--- src/dacc_pkg.sv ---
// Constants and types for the dual converter control block
package dacc_pkg;
    // --------------------------------------------------------------
    // Sample coding
    // --------------------------------------------------------------
    localparam int SMP_W = 10;
    localparam int CODE_W = 8;
    localparam logic [SMP_W-1:0] FS_NEG = 10'h380;
    localparam logic [SMP_W-1:0] FS_POS = 10'h07F;
    localparam logic [SMP_W-1:0] MID_CODE = 10'h080;
    localparam logic [CODE_W-1:0] CODE_MIN = 8'h00;
    localparam logic [CODE_W-1:0] CODE_MAX = 8'hFF;
    localparam int LAT_PRI = 13;
    localparam int LAT_DLY = 14;
    // --------------------------------------------------------------
    // Calibration timing, in sample-clock cycles; BOOT_LAST in system-clock cycles
    // --------------------------------------------------------------
    localparam logic [6:0] TRIM_PHASE = 7'h50;
    localparam logic [15:0] CAL_LEN = 16'h0400;
    localparam logic [31:0] WAIT_SHORT_DEF = 32'h0200_0000;
    localparam logic [31:0] WAIT_LONG_DEF = 32'h8000_0000;
    localparam logic [1:0] BOOT_LAST = 2'h2;
    // --------------------------------------------------------------
    // Register map
    // --------------------------------------------------------------
    localparam int ADDR_W = 4;
    localparam logic [ADDR_W-1:0] REG_CTRL = 4'h0;
    localparam logic [ADDR_W-1:0] REG_STATUS = 4'h4;
    localparam logic [ADDR_W-1:0] REG_CALCNT = 4'h8;
    localparam int CTRL_W = 4;
    localparam int CTRL_DRIVE = 0;
    localparam int CTRL_EDGE = 1;
    localparam int CTRL_SPAN = 2;
    localparam int CTRL_WAIT = 3;
    localparam logic [CTRL_W-1:0] CTRL_RST = 4'h0;
    localparam int STAT_W = 5;
    localparam int CNT_W = 16;
    typedef enum logic [1:0] {ST_BOOT, ST_WAIT, ST_IDLE, ST_CAL} dacc_state_t;
endpackage

--- src/dacc_top.sv ---
// Calibration sequencing, sample coding and output demultiplexing
`timescale 1ns/1ps
// Behaviour
// - Out-of-span inputs give all-zeros or all-ones
// - One range flag for either channel
// - Each channel split over two half-rate buses
// - Power-up and command calibration trim alike
// - No calibration start or run in power-down
// - Command is 80 low then 80 high
// - Pin high at boot blocks power-up calibration
// - Power-up wait 2^25 or 2^31 cycles
// - Power-down at boot freezes wait counter
// - Trim flag high throughout any calibration
// - Sample latency 13 primary, 14 delayed
// - Output words are offset binary
// - Converts on every sample clock outside power-down, no start
// - Register mode ignores the four pin settings
// - Power-down deferred until calibration ends
// - Q sleep leaves Q untrimmed until recalibrated
module dacc_top #(
    parameter logic [31:0] PWRUP_WAIT_SHORT = dacc_pkg::WAIT_SHORT_DEF,
    parameter logic [31:0] PWRUP_WAIT_LONG = dacc_pkg::WAIT_LONG_DEF
) (
    input wire logic sys_clk_i,
    input wire logic srst_i,
    input wire logic sample_clk_i,
    input wire logic [dacc_pkg::SMP_W-1:0] i_diff_i,
    input wire logic [dacc_pkg::SMP_W-1:0] q_diff_i,
    input wire logic trim_command_pin_i,
    input wire logic power_down_pin_i,
    input wire logic q_channel_sleep_i,
    input wire logic input_span_select_i,
    input wire logic drive_strength_select_i,
    input wire logic launch_edge_select_i,
    input wire logic powerup_trim_wait_select_i,
    input wire logic reg_ctrl_mode_i,
    input wire logic [dacc_pkg::ADDR_W-1:0] avs_address_i,
    input wire logic avs_read_i,
    input wire logic avs_write_i,
    input wire logic [31:0] avs_writedata_i,
    input wire logic [3:0] avs_byteenable_i,
    output logic [31:0] avs_readdata_o,
    output logic avs_waitrequest_o,
    output logic [dacc_pkg::CODE_W-1:0] i_primary_bus_o,
    output logic [dacc_pkg::CODE_W-1:0] i_delayed_bus_o,
    output logic [dacc_pkg::CODE_W-1:0] q_primary_bus_o,
    output logic [dacc_pkg::CODE_W-1:0] q_delayed_bus_o,
    output logic range_exceeded_flag_o,
    output logic trim_active_flag_o,
    output logic power_down_o,
    output logic drive_strength_o,
    output logic launch_edge_o,
    output logic input_span_o
);
    import dacc_pkg::*;

    localparam int PIN_W = 2 * SMP_W + 9;

    // --------------------------------------------------------------
    // Pin synchronisers
    // --------------------------------------------------------------
    logic [PIN_W-1:0] pin_raw;
    logic [PIN_W-1:0] pin_s1_q;
    logic [PIN_W-1:0] pin_s2_q;
    logic clk_s, trim_s, pd_s, qsleep_s, span_s, drive_s, edge_s, waitsel_s, mode_s;
    logic [SMP_W-1:0] i_s, q_s;
    logic clk_d_q;
    logic sample_evt;

    assign pin_raw = {sample_clk_i, trim_command_pin_i, power_down_pin_i, q_channel_sleep_i,
        input_span_select_i, drive_strength_select_i, launch_edge_select_i,
        powerup_trim_wait_select_i, reg_ctrl_mode_i, q_diff_i, i_diff_i};
    assign {clk_s, trim_s, pd_s, qsleep_s, span_s, drive_s, edge_s, waitsel_s, mode_s,
        q_s, i_s} = pin_s2_q;

    always_ff @(posedge sys_clk_i) begin
        if (srst_i) begin
            pin_s1_q <= '0;
            pin_s2_q <= '0;
            clk_d_q <= 1'b0;
        end else begin
            pin_s1_q <= pin_raw;
            pin_s2_q <= pin_s1_q;
            clk_d_q <= clk_s;
        end
    end

    // Falling edge of the sample clock acquires
    assign sample_evt = clk_d_q & ~clk_s;

    // --------------------------------------------------------------
    // Registers and settings
    // --------------------------------------------------------------
    logic [CTRL_W-1:0] ctrl_q;
    logic reg_mode_q;
    logic pu_block_q;
    logic q_trimmed_q;
    logic q_slept_q;
    logic [CNT_W-1:0] cal_count_q;
    logic [31:0] rd_mux;
    logic wait_sel;

    // Pins are ignored once register mode was strapped
    assign wait_sel = reg_mode_q ? ctrl_q[CTRL_WAIT] : waitsel_s;

    always_ff @(posedge sys_clk_i) begin
        if (srst_i) begin
            drive_strength_o <= 1'b0;
            launch_edge_o <= 1'b0;
            input_span_o <= 1'b0;
        end else begin
            drive_strength_o <= reg_mode_q ? ctrl_q[CTRL_DRIVE] : drive_s;
            launch_edge_o <= reg_mode_q ? ctrl_q[CTRL_EDGE] : edge_s;
            input_span_o <= reg_mode_q ? ctrl_q[CTRL_SPAN] : span_s;
        end
    end

    always_comb begin
        rd_mux = '0;
        case (avs_address_i)
            REG_CTRL: rd_mux[CTRL_W-1:0] = ctrl_q;
            REG_STATUS: rd_mux[STAT_W-1:0] = {range_exceeded_flag_o, reg_mode_q, q_trimmed_q,
                power_down_o, trim_active_flag_o};
            REG_CALCNT: rd_mux[CNT_W-1:0] = cal_count_q;
            default: rd_mux = '0;
        endcase
    end

    // One wait state per access, unmapped reads give zero
    always_ff @(posedge sys_clk_i) begin
        if (srst_i) begin
            avs_waitrequest_o <= 1'b1;
            avs_readdata_o <= '0;
        end else if ((avs_read_i || avs_write_i) && avs_waitrequest_o) begin
            avs_waitrequest_o <= 1'b0;
            avs_readdata_o <= avs_read_i ? rd_mux : '0;
        end else begin
            avs_waitrequest_o <= 1'b1;
        end
    end

    always_ff @(posedge sys_clk_i) begin
        if (srst_i) begin
            ctrl_q <= CTRL_RST;
        end else if (avs_write_i && !avs_waitrequest_o && avs_address_i == REG_CTRL
                && avs_byteenable_i[0]) begin
            ctrl_q <= avs_writedata_i[CTRL_W-1:0];
        end
    end

    // --------------------------------------------------------------
    // Trim command detector
    // --------------------------------------------------------------
    logic [6:0] low_cnt_q;
    logic [6:0] hi_cnt_q;
    logic cmd_valid;

    assign cmd_valid = sample_evt && trim_s && low_cnt_q == TRIM_PHASE
        && hi_cnt_q == TRIM_PHASE - 7'h1;

    always_ff @(posedge sys_clk_i) begin
        if (srst_i) begin
            low_cnt_q <= '0;
            hi_cnt_q <= '0;
        end else if (sample_evt) begin
            if (!trim_s) begin
                hi_cnt_q <= '0;
                if (low_cnt_q != TRIM_PHASE) begin
                    low_cnt_q <= low_cnt_q + 7'h1;
                end
            end else if (low_cnt_q != TRIM_PHASE) begin
                low_cnt_q <= '0;
            end else if (cmd_valid) begin
                low_cnt_q <= '0;
                hi_cnt_q <= '0;
            end else begin
                hi_cnt_q <= hi_cnt_q + 7'h1;
            end
        end
    end

    // --------------------------------------------------------------
    // Calibration sequencer
    // --------------------------------------------------------------
    dacc_state_t state_q, state_d;
    logic [1:0] boot_cnt_q;
    logic [31:0] wait_cnt_q;
    logic [31:0] wait_last;
    logic [15:0] cal_cnt_q;
    logic wait_done;
    logic cal_done;

    assign wait_last = (wait_sel ? PWRUP_WAIT_LONG : PWRUP_WAIT_SHORT) - 32'h1;
    assign wait_done = state_q == ST_WAIT && sample_evt && !pd_s && wait_cnt_q == wait_last;
    assign cal_done = state_q == ST_CAL && state_d == ST_IDLE;

    always_comb begin
        state_d = state_q;
        case (state_q)
            ST_BOOT: begin
                if (boot_cnt_q == BOOT_LAST) begin
                    state_d = ST_WAIT;
                end
            end
            ST_WAIT: begin
                if (cmd_valid && !pd_s) begin
                    state_d = ST_CAL;
                end else if (wait_done) begin
                    state_d = pu_block_q ? ST_IDLE : ST_CAL;
                end
            end
            ST_IDLE: begin
                // Same sequence serves both causes
                if (cmd_valid && !pd_s) begin
                    state_d = ST_CAL;
                end
            end
            ST_CAL: begin
                if (sample_evt && cal_cnt_q == CAL_LEN - 16'h1) begin
                    state_d = ST_IDLE;
                end
            end
            default: state_d = ST_IDLE;
        endcase
    end

    always_ff @(posedge sys_clk_i) begin
        if (srst_i) begin
            state_q <= ST_BOOT;
            trim_active_flag_o <= 1'b0;
        end else begin
            state_q <= state_d;
            trim_active_flag_o <= state_d == ST_CAL;
        end
    end

    // Straps wait for the synchroniser to fill; the mode is read once only
    always_ff @(posedge sys_clk_i) begin
        if (srst_i) begin
            boot_cnt_q <= '0;
            pu_block_q <= 1'b0;
            reg_mode_q <= 1'b0;
        end else if (state_q == ST_BOOT) begin
            boot_cnt_q <= boot_cnt_q + 2'h1;
            if (boot_cnt_q == BOOT_LAST) begin
                pu_block_q <= trim_s;
                reg_mode_q <= mode_s;
            end
        end
    end

    always_ff @(posedge sys_clk_i) begin
        if (srst_i) begin
            wait_cnt_q <= '0;
        end else if (state_q == ST_WAIT && sample_evt && !pd_s) begin
            wait_cnt_q <= wait_cnt_q + 32'h1;
        end
    end

    always_ff @(posedge sys_clk_i) begin
        if (srst_i) begin
            cal_cnt_q <= '0;
        end else if (state_q != ST_CAL) begin
            cal_cnt_q <= '0;
        end else if (sample_evt) begin
            cal_cnt_q <= cal_cnt_q + 16'h1;
        end
    end

    // Power-down waits for a running trim to finish
    always_ff @(posedge sys_clk_i) begin
        if (srst_i) begin
            power_down_o <= 1'b0;
        end else if (!pd_s) begin
            power_down_o <= 1'b0;
        end else if (state_d != ST_CAL) begin
            power_down_o <= 1'b1;
        end
    end

    always_ff @(posedge sys_clk_i) begin
        if (srst_i) begin
            cal_count_q <= '0;
            q_slept_q <= 1'b0;
            q_trimmed_q <= 1'b0;
        end else begin
            if (cal_done) begin
                cal_count_q <= cal_count_q + 16'h1;
            end
            if (state_q != ST_CAL) begin
                q_slept_q <= 1'b0;
            end else if (qsleep_s) begin
                q_slept_q <= 1'b1;
            end
            if (qsleep_s) begin
                q_trimmed_q <= 1'b0;
            end else if (cal_done && !q_slept_q) begin
                q_trimmed_q <= 1'b1;
            end
        end
    end

    // --------------------------------------------------------------
    // Sample coding, pipeline and demultiplexer
    // --------------------------------------------------------------
    function automatic logic [CODE_W:0] conv(input logic [SMP_W-1:0] v);
        logic [SMP_W-1:0] sum;
        sum = v + MID_CODE;
        if ($signed(v) < $signed(FS_NEG)) begin
            conv = {1'b1, CODE_MIN};
        end else if ($signed(v) > $signed(FS_POS)) begin
            conv = {1'b1, CODE_MAX};
        end else begin
            conv = {1'b0, sum[CODE_W-1:0]};
        end
    endfunction

    logic [CODE_W-1:0] i_pipe_q [0:LAT_DLY-1];
    logic [CODE_W-1:0] q_pipe_q [0:LAT_DLY-1];
    logic [LAT_DLY-1:0] flag_pipe_q;
    logic [CODE_W:0] i_cv, q_cv;
    logic phase_q;
    logic shift_en;
    logic out_upd;

    // A sleeping Q channel repeats its last word and never flags
    assign i_cv = conv(i_s);
    assign q_cv = qsleep_s ? {1'b0, q_pipe_q[0]} : conv(q_s);
    assign shift_en = sample_evt && !power_down_o;
    assign out_upd = shift_en && phase_q;

    always_ff @(posedge sys_clk_i) begin
        if (srst_i) begin
            for (int k = 0; k < LAT_DLY; k++) begin
                i_pipe_q[k] <= '0;
                q_pipe_q[k] <= '0;
            end
            flag_pipe_q <= '0;
            phase_q <= 1'b0;
        end else if (shift_en) begin
            for (int k = LAT_DLY - 1; k > 0; k--) begin
                i_pipe_q[k] <= i_pipe_q[k-1];
                q_pipe_q[k] <= q_pipe_q[k-1];
            end
            i_pipe_q[0] <= i_cv[CODE_W-1:0];
            q_pipe_q[0] <= q_cv[CODE_W-1:0];
            flag_pipe_q <= {flag_pipe_q[LAT_DLY-2:0], i_cv[CODE_W] | q_cv[CODE_W]};
            phase_q <= ~phase_q;
        end
    end

    // Older word of each pair goes to the delayed bus; outputs hold in power-down
    always_ff @(posedge sys_clk_i) begin
        if (srst_i) begin
            i_primary_bus_o <= '0;
            i_delayed_bus_o <= '0;
            q_primary_bus_o <= '0;
            q_delayed_bus_o <= '0;
            range_exceeded_flag_o <= 1'b0;
        end else if (out_upd) begin
            i_primary_bus_o <= i_pipe_q[LAT_PRI-1];
            q_primary_bus_o <= q_pipe_q[LAT_PRI-1];
            i_delayed_bus_o <= i_pipe_q[LAT_DLY-1];
            q_delayed_bus_o <= q_pipe_q[LAT_DLY-1];
            range_exceeded_flag_o <= flag_pipe_q[LAT_PRI-1] | flag_pipe_q[LAT_DLY-1];
        end
    end
endmodule

--- config.mk ---
export PLATFORM = sky130hd
export DESIGN_NAME = dacc_top
export DESIGN_NICKNAME = d
export VERILOG_FILES = /design/src/dacc_pkg.sv /design/src/dacc_top.sv
export SDC_FILE = /design/constraint.sdc
export NUM_CORES = 1
export LEC_CHECK = 0
export BUFFER_PORTS_ARGS = -buffer_cell sky130_fd_sc_hd__buf_2
export CAP_MARGIN = 5
export CORE_MARGIN = 4
export CORE_UTILIZATION = 53
export CTS_CLUSTER_SIZE = 30
export DETAILED_ROUTE_END_ITERATION = 10
export PLACE_DENSITY_LB_ADDON = 0.05
export SYNTH_ARGS = -nofsm -noshare
export SYNTH_HDL_FRONTEND = slang
export SYNTH_SLANG_ARGS = --single-unit
--- constraint.sdc ---
create_clock -name sys_clk_i -period 8.41 [get_ports sys_clk_i]
set_input_delay 0.4205 -clock sys_clk_i [delete_from_list [all_inputs] [get_ports sys_clk_i]]
set_output_delay 0.4205 -clock sys_clk_i [all_outputs]
set_load 0.05 [all_outputs]
==> impl_metrics.toml, run 1 <==
[sta]
min_period_ps = 3166
slew_viol_final = 0
clock_skew_ps = 9.914
finalSetupViolCount = 0
finalHoldWorstSlack_ps = 101.6
clock.fmax_ghz = 0.3159
hold_violations = 0
finalWorstSetupSlack_ps = 5244
relSlewSlack_pct = 24.82
fin_tns_setup_ps = 0
worst_pin_slew_ps = 1128
rsz0062_at_grt = "no"
finalCritPeriodShare_pct = 37.64

[placement]
port_buffers = 96
hpwl_um = 14670
place_congestion = 0.7675
post-place-ws_ps = 4647

[die]
ios = 144
die_w_um = 186.3
initial_core_util_pct = 53.51
fp.dieArea_sq_um = 34690
core-area_sq_um = 31470
die-height_um = 186.3
fp-row-count = 65

[layout]
multi_input_area_sq_um = 5331
final_common_cell = "edfxtp_1"
final_cell_mix = "edfxtp_1 (224), dfxtp_1 (219), and2_1 (210)"
nets = 1619
synthToLayoutAreaGrowth_pct = 12.76
drive_above_1_share_pct = 12.08
diodes = 0
regArea_sq_um = 11110
nFillCells = 2549

[clock_tree]
clk_latency_ps = 530
clk_pin_slew_ps = 60
numCtsBuffers = 45
clk_path_buf_depth = 3
h-tree-depth = 2
cts_setup_buffers = 0
cts_resized = 0
cts_tree = "yes"
clock-sinks = 443
cts_root_buffer = "clkbuf_16"
hold_buffers = 0

[grt]
grt-ovfl-total = 0
grt_pass1_vias = 9064
grt_pass1_wl_um = 42570
grt_max_degree = 185
antenna_found_initial = 0
track_usage_pct = 14.46

[synth]
synth_edf_count = 224
ys_types = 56
yosysWarningCount = 0
synth_area_sq_um = 16840
synthCells = 1463
syn_area_per_cell_sq_um = 11.51
ys_ff_latch = 443
postSynth.asyncResetShare_pct = 0
yosysSeqAreaShare_pct = 65.97
synth-main-ff-cell = "edfxtp_1"

[detailed_routing]
drcViolationCount = 0
dr.pass1.iters = 5
routed_via_density = 4.986
wl_per_cell_um = 12.63
ant_nets = 0
num_vias = 9848
drt-total-wl_um = 24950
drt_iter0_markers = 687

[critical_path]
cp_data_required_time_ps = 8550
cp_max_fo = 184
reg2reg_depth = 5
crit_path_max_incr_delay_ps = 820
crit_buf_inv = 3
path_class = "in -> reg"
crit_path_top_delay_cell = "buf_4"
crit_cells = 4
crit_family = "buffers and inverters"
cp_data_arrival_time_ps = 3310
cp_cell_sequence = "buf_6 -> buf_4 -> nand2b_4 -> buf_12"
critPathLaunchType = "primary input"
endpoint_kind = "flop"

[power]
p_leak_nw = 7.153
power.density_nw_per_um2 = 229.7
ir_drop_mv = 0.1359

[status]
status = "complete, no violations"

[job]
cap_viol_max_count = 0

[worst_hold_path]
hold_depth = 2
hp-class = "in -> reg"
where the power goes:
part	total (W)	internal, W	switching (W)
Combinational	0.000132	0.0000380	0.0000937
Sequential	0.00236	0.00234	0.0000236
Clock	0.00187	0.00110	0.000764
Total	0.00436	0.00348	0.000882
stage by stage:
stage                     total power (W)  utilization (%)  cells  area, sq um
after detailed placement         0.002541            55.82   1893        17570
after global placement           0.002537            55.82   1893        17570
after global routing             0.004546            60.33   1975        18990
after floorplan                  0.002521                -   1478        16900
final                            0.004361            60.33   1975        18990
after CTS                        0.004420            60.31   1974        18980
cell usage after synthesis, types with 5 or more instances:
library cell	instances	area, sq um
a21oi_1	68	340.3
a22oi_1	16	120.1
and2_1	210	1314
and3_1	13	81.33
and4_1	6	52.55
buf_4	16	120.1
clkbuf_1	69	259.0
dfxtp_1	219	4384
edfxtp_1	224	6726
ha_1	7	87.58
inv_1	17	63.81
mux2i_1	14	140.1
nand2_1	148	555.5
nand2b_1	5	31.28
nand3_1	26	130.1
nand3b_1	7	52.55
nand4_1	20	125.1
nor2_1	135	506.7
nor2b_1	69	431.7
nor3_1	17	85.08
nor4_1	11	68.82
o21a_1	7	52.55
o21ai_0	18	90.09
or2_2	6	37.54
or4_1	10	75.07
xnor2_1	30	262.8
xor2_1	27	236.5
sequential cells by signal (all words and copies together), names as in the netlist, 2 cells and up:
register	flops
i_pipe_q	112
q_pipe_q	112
wait_cnt_q	32
pin_s1_q	29
pin_s2_q	29
avs_readdata_o	16
cal_cnt_q	16
cal_count_q	16
flag_pipe_q	14
i_delayed_bus_o	8
i_primary_bus_o	8
q_delayed_bus_o	8
q_primary_bus_o	8
hi_cnt_q	7
low_cnt_q	7
ctrl_q	4
boot_cnt_q	2
state_q	2
worst paths after layout:
kind	from	endpoint	slack, ps
setup / recovery	srst_i	q_pipe_q[13][1]$_SDFFCE_PN0P_	5240
hold / removal	q_diff_i[8]	pin_s1_q[18]$_SDFF_PP0_	100
setup reg to reg	clk_d_q$_SDFF_PP0_	q_pipe_q[13][1]$_SDFFCE_PN0P_	5530
hold reg to reg	pin_s1_q[14]$_SDFF_PP0_	pin_s2_q[14]$_SDFF_PP0_	430
metal layers:
metal | vias to the layer above | share of wire [%] | GRT usage (%) | wire, um
met5 | - | 0 | 0 | 0
li1 | 5087 | - | - | -
met3 | 44 | 5.0 | 2.878 | 1240
met2 | 189 | 45 | 22.95 | 11120
met4 | 0 | 2.0 | 4.051 | 493
met1 | 4528 | 48 | 20.49 | 12100
logic make-up (layout without fill, tap and decap cells):
group	after synthesis	after routing	share of synthesized area [%]
flip-flops	443	443	65.97
buffers and inverters	108	203	2.779
multiplexers	16	16	0.9881
adder cells (fa/ha/maj)	7	7	0.5200
AO/OA/AOI/OAI	128	128	4.510
XOR/XNOR	57	57	2.964
other	1	16	0.02227
AND/OR/NAND/NOR	703	703	22.24
area by class of cell:
class / instances / share of cell area (%)
inverters: 17 / 0.3360
flip-flops and latches: 443 / 58.51
clock inverters: 11 / 0.3163
clock buffers: 70 / 7.129
multi-input cells: 927 / 28.08
repair buffers: 105 / 2.985
well taps: 402 / 2.649
worst reg2reg max path: stages, from the launching register on:
cell and delay, ps:
dfxtp_1 400, nor2b_1 540, nand2b_1 110, buf_4 230, nand2b_4 370, buf_12 710
(Power assumes the default switching activity.)
==> run 2: changes to the inputs <==
--- a/config.mk
+++ b/config.mk
@@ -5,6 +5,7 @@
 export SDC_FILE = /design/constraint.sdc
 export NUM_CORES = 1
 export LEC_CHECK = 0
+export ABC_AREA = 1
 export BUFFER_PORTS_ARGS = -buffer_cell sky130_fd_sc_hd__buf_2
 export CAP_MARGIN = 5
 export CORE_MARGIN = 4
==> constraint.sdc (replaced) <==
create_clock -name sys_clk_i -period 3.11 [get_ports sys_clk_i]
set_input_delay 0.1555 -clock sys_clk_i [delete_from_list [all_inputs] [get_ports sys_clk_i]]
set_output_delay 0.1555 -clock sys_clk_i [all_outputs]
set_load 0.05 [all_outputs]
==> impl_metrics.toml, run 2 <==
[layout]
final_common_cell = "nor2_1"
drive_above_1_share_pct = 10.90
synthToLayoutAreaGrowth_pct = 15.27
stdcell_count = 2478
stdcell_area_sq_um = 20060
reg_top3 = "i_pipe_q: 112 flops, q_pipe_q: 112 flops, wait_cnt_q: 32 flops"
final_cell_mix = "nor2_1 (414), inv_1 (389), edfxtp_1 (224)"
final_core_utilization_pct = 61.82
nFillCells = 2779
nets = 2079
diodes = 0

[grt]
gr-usage-met1_pct = 20.38
antenna_found_initial = 0
grt_pass1_vias = 10890
use_met2_pct = 28.11
grt_max_degree = 107
track_usage_pct = 15.85
grt-ovfl-total = 0
met3_usage_pct = 2.876
grt-busiest-layer = "met2"
grt_pass1_wl_um = 48710

[detailed_routing]
dr.pass1.iters = 5
drt-total-wl_um = 28340
num_vias = 11460
routed_via_density = 4.623
wl_per_cell_um = 11.44
drt_iter0_markers = 611
ant_nets = 0
drcViolationCount = 0

[synth]
postSynth.asyncResetShare_pct = 0
synth-adder-area-share_pct = 0.5032
syn_area_per_cell_sq_um = 9.307
synth_top_area_share_pct = 38.65
synth_top_family_by_area = "simple AND/OR/NAND/NOR gates"
synth_area_sq_um = 17400
synth_xor_area_share_pct = 0.8052
synthCells = 1870
synth.top_cells.by_count = "nor2_1 (414), inv_1 (390), edfxtp_1 (224)"
ys_types = 50
synth_most_common_cell = "nor2_1"
ys_ff_latch = 443
yosysWarningCount = 0
synthMuxAreaShare_pct = 0
yosysTopAreaCell = "edfxtp_1"
yosys.area_share.simple_pct = 17.48
synth_area_leaders = "edfxtp_1 (39%), dfxtp_1 (25%), nor2_1 (8.9%), inv_1 (8.4%), nand2_1 (3.9%)"
synth_compound_area_share_pct = 6.650
synth-main-ff-cell = "edfxtp_1"
synth_edf_count = 224
yosysSeqAreaShare_pct = 63.84

[die]
ios = 144
initial_core_util_pct = 53.63
fp-row-count = 66
die_w_um = 189.2
core-area_sq_um = 32450
fp.dieArea_sq_um = 35800
die-height_um = 189.2

[critical_path]
cp_cell_sequence = "inv_2 -> nand2_4 -> nor2_1 -> inv_2 -> nor2_1 -> inv_6 -> buf_12 -> nor2_1"
endpoint_kind = "flop"
path_class = "reg -> reg"
crit_buf_inv = 4
crit_family = "buffers and inverters"
critPathLaunchType = "flop"
crit_top_cell = "nor2_1"
cp_max_fo = 106
crit_path_top_delay_cell = "inv_6"
cp_data_arrival_time_ps = 2520
crit_path_max_incr_delay_ps = 480
cp_data_required_time_ps = 3370
ff2ff_setup_slack_ps = 850

[sta]
min_period_ps = 2258
fin_tns_setup_ps = 0
clock.fmax_ghz = 0.4429
clock_skew_ps = 16.04
rsz0062_at_grt = "no"
finalSetupViolCount = 0
slew_viol_final = 0
worst_pin_slew_ps = 1033
finalWorstSetupSlack_ps = 852.0
hold_violations = 0
relSlewSlack_pct = 30.38
finalCritPeriodShare_pct = 72.60

[clock_tree]
clk_path_buf_depth = 3
clk_pin_slew_ps = 60
h-tree-depth = 2
cts_root_buffer = "clkbuf_16"
clk_latency_ps = 530
numCtsBuffers = 46
cts_tree = "yes"
cts_setup_buffers = 0
clock-sinks = 443

[placement]
dp.cells = 2359
post-place-ws_ps = 842.4
place_congestion = 0.8090
port_buffers = 96
hpwl_um = 17740
place_area_sq_um = 18260

[power]
ir_drop_mv = 0.4564
intPower_w = 0.009568
pwr-share-seq_pct = 53.0
power_switching_w = 0.002455
clkPwrFrac_pct = 43.2
pwr-share-comb_pct = 3.8
p_sw_share_pct = 20.42
p_leak_nw = 8.239
power.density_nw_per_um2 = 599.3

[worst_hold_path]
hp-class = "in -> reg"

[job]
cap_viol_max_count = 0

[status]
status = "complete, no violations"
-- run 2: changes by cell type after synthesis, moves of 31 or more --
| cell | change |
|---|---|
| and2_1 | -208 |
| o21ai_0 | +64 |
| nand2_1 | +31 |
| nor2b_1 | -69 |
| clkbuf_1 | -38 |
| a21oi_1 | +33 |
| nor2_1 | +279 |
| inv_1 | +373 |
-- run 2: metal layers --
metal  vias to the layer above  wire (um)
li1                       6060          -
met1                      5199      13010
met2                       156      13840
met3                        40       1078
met4                         0        413
met5                         -          0
-- run 2: logic make-up after synthesis --
| logic type | count (synthesis) |
|---|---|
| compound gates | 217 |
| buf+inv | 471 |
| other cells | 1 |
| flops | 443 |
| xor+xnor | 16 |
| fa+ha+maj | 7 |
| simple gates | 715 |
-- run 2: area by class of cell --
type / count / area, sq um / share of cell area (%)
multi-input cells: 971 / 4496 / 22.41
repair buffers: 139 / 940.9 / 4.690
clock inverters: 10 / 76.32 / 0.3804
well taps: 442 / 553.0 / 2.757
inverters: 398 / 1500 / 7.478
flip-flops and latches: 443 / 11110 / 55.38
clock buffers: 75 / 1385 / 6.904
-- run 2: power by group through the flow --
stage / clock [W] / combinational (W) / sequential, W
detailed placement: 0 / 0.000430 / 0.00650
floorplan: 0 / 0.000311 / 0.00651
global route: 0.00561 / 0.000521 / 0.00639
CTS: 0.00535 / 0.000465 / 0.00638
finish: 0.00519 / 0.000459 / 0.00638
global placement: 0 / 0.000421 / 0.00650
-- run 2: worst paths after layout --
| kind | from | end | cells after the start |
|---|---|---|---|
| worst max-delay path | pin_s2_q[28]$_SDFF_PP0_ | q_pipe_q[7][3]$_SDFFCE_PN0P_ | 8 |
| worst min-delay path | srst_i | pin_s2_q[13]$_SDFF_PP0_ | 2 |
| worst max register to register | pin_s2_q[28]$_SDFF_PP0_ | q_pipe_q[7][3]$_SDFFCE_PN0P_ | 8 |
| worst min register to register | pin_s1_q[20]$_SDFF_PP0_ | pin_s2_q[20]$_SDFF_PP0_ | 2 |
-- run 2: stage by stage --
stage | power (W) | hold slack (ps)
final | 0.01202 | 49.72
after global placement | 0.006917 | 360.2
after global routing | 0.01252 | 62.97
after detailed placement | 0.006931 | 361.2
after CTS | 0.01220 | 30.16
after floorplan | 0.006825 | 262.5
-- run 2: timing repair --
item / 4_1_cts / 5_1_grt
hold buffers: 34 / 0
resized for setup: 0 / 0
hold endpoints to repair: 38 / 0
-- run 2: worst register-to-register path, stage by stage, from the launching register on --
cell and delay [ps]:
dfxtp_1 320, inv_2 50, nand2_4 140, nor2_1 90
inv_2 140, nor2_1 150, inv_6 480, buf_12 460
nor2_1 150
==> run 3: changes to the inputs <==
--- a/config.mk
+++ b/config.mk
@@ -5,7 +5,7 @@
 export SDC_FILE = /design/constraint.sdc
 export NUM_CORES = 1
 export LEC_CHECK = 0
-export ABC_AREA = 1
+export ABC_AREA = 0
 export BUFFER_PORTS_ARGS = -buffer_cell sky130_fd_sc_hd__buf_2
 export CAP_MARGIN = 5
 export CORE_MARGIN = 4
==> constraint.sdc (replaced) <==
create_clock -name sys_clk_i -period 2.3 [get_ports sys_clk_i]
set_input_delay 0.115 -clock sys_clk_i [delete_from_list [all_inputs] [get_ports sys_clk_i]]
set_output_delay 0.115 -clock sys_clk_i [all_outputs]
set_load 0.05 [all_outputs]
==> impl_metrics.toml, run 3 (same netlist as run 1, synthesis figures left out) <==
[status]
status = "complete, no violations"

[critical_path]
path_class = "reg -> reg"
reg2reg_depth = 5
cp_max_fo = 5
r2r-end = "cal_count_q[15]$_SDFFE_PP0P_"
cp_data_arrival_time_ps = 2580
cp_data_required_time_ps = 2720
ff2ff_setup_slack_ps = 130
endpoint_kind = "flop"
r2r-start = "cal_cnt_q[12]$_SDFFE_PP0N_"
critPathLaunchType = "flop"

[grt]
antenna_found_initial = 0
grt-ovfl-total = 0
track_usage_pct = 15.15
grt_pass1_vias = 9382
grt_max_degree = 120
grt_pass1_wl_um = 44530

[detailed_routing]
routed_via_density = 4.956
num_vias = 10140
drt-total-wl_um = 26420
wl_per_cell_um = 12.91
ant_nets = 0
drcViolationCount = 0
drt_iter0_markers = 574
dr.pass1.iters = 5

[sta]
clock_skew_ps = 10.81
finalSetupViolCount = 0
finalCritPeriodShare_pct = 94.26
min_period_ps = 2168
hold_violations = 0
worst_pin_slew_ps = 609.8
finalWorstSetupSlack_ps = 132.1
relSlewSlack_pct = 58.92
fin_tns_setup_ps = 0
slew_viol_final = 0
rsz0062_at_grt = "no"
clock.fmax_ghz = 0.4613

[clock_tree]
h-tree-depth = 2
cts_tree = "yes"
clk_pin_slew_ps = 60
cts_root_buffer = "clkbuf_16"
numCtsBuffers = 45
clk_path_buf_depth = 3
clk_latency_ps = 530
clock-sinks = 443
cts_setup_buffers = 0

[layout]
synthToLayoutAreaGrowth_pct = 16.86
stdcell_count = 2046
final_cell_mix = "edfxtp_1 (224), dfxtp_1 (217), and2_1 (210)"
reg_top3 = "i_pipe_q: 112 flops, q_pipe_q: 112 flops, wait_cnt_q: 32 flops"
diodes = 0
drive_above_1_share_pct = 13.87
final_common_cell = "edfxtp_1"
nets = 1690

[power]
power.density_nw_per_um2 = 816.5
p_total_w = 0.01607
p_leak_nw = 7.502
ir_drop_mv = 0.5791

[worst_hold_path]
hold_path_end = "avs_readdata_o[4]$_SDFFE_PP0P_"
hold_depth = 5
hp-start = "avs_read_i"
hp-class = "in -> reg"

[placement]
place_congestion = 0.7971
post-place-ws_ps = 39.98
dp.cells = 1930
port_buffers = 96
hpwl_um = 16250

[die]
die_w_um = 186.3
core-area_sq_um = 31470
die-height_um = 186.3
fp.dieArea_sq_um = 34690
initial_core_util_pct = 53.51
fp-row-count = 65
ios = 144

[job]
cap_viol_max_count = 0
[run 3: per-layer routing]
metal / vias to the layer above / part of all wire (%) / global-route usage [%]
li1: 5232 / - / -
met1: 4687 / 49 / 21.79
met2: 172 / 44 / 23.79
met3: 49 / 4.6 / 2.800
met4: 0 / 2.0 / 4.401
met5: - / 0 / 0
[run 3: how the worst max path moves through the flow]
stage	end	start
after global routing	power_down_o$_SDFFE_PP0N_	low_cnt_q[0]$_SDFFE_PP0P_
after floorplan	i_pipe_q[0][0]$_SDFFCE_PP0P_	clk_d_q$_SDFF_PP0_
after global placement	cal_count_q[15]$_SDFFE_PP0P_	cal_cnt_q[11]$_SDFFE_PP0N_
after detailed placement	cal_count_q[15]$_SDFFE_PP0P_	cal_cnt_q[12]$_SDFFE_PP0N_
after CTS	cal_count_q[15]$_SDFFE_PP0P_	cal_cnt_q[12]$_SDFFE_PP0N_
final	cal_count_q[15]$_SDFFE_PP0P_	cal_cnt_q[12]$_SDFFE_PP0N_
[run 3: critical path: stages, from the launching register on]
cell	delay (ps)
dfxtp_1	330
or4_4	530
or4_4	580
nor4_4	180
nand3_1	130
mux2_4	300
[run 3: what timing repair did]
| item | in CTS | in global routing |
|---|---|---|
| gates resized for setup | 0 | 1 |
| endpoints found under the setup margin | 0 | 2 |
| hold endpoints to repair | 61 | 0 |
| hold buffers | 34 | 0 |
[run 3: through the flow]
stage / area (sq um) / hold slack, ps / util [%]
after floorplan: 16920 / 243.2 / -
after global placement: 17910 / 322.6 / 56.91
after detailed placement: 17910 / 327.1 / 56.91
after CTS: 19670 / 36.19 / 62.49
after global routing: 19680 / 101.4 / 62.53
final: 19680 / 62.02 / 62.53
[run 3: final cells by class]
class / instances / area, sq um
flip-flops and latches: 443 / 11110
fillers: 2532 / 11790
inverters: 17 / 63.81
well taps: 402 / 503.0
repair buffers: 176 / 1247
clock buffers: 63 / 1306
multi-input cells: 927 / 5335
clock inverters: 18 / 111.4
[run 3: power breakdown]
part / switching (W) / leakage [nW] / internal, W / total [W]
logic: 0.000363 / 2.69 / 0.000202 / 0.000565
registers: 0.0000851 / 4.11 / 0.00854 / 0.00863
clock network: 0.00282 / 0.707 / 0.00406 / 0.00688
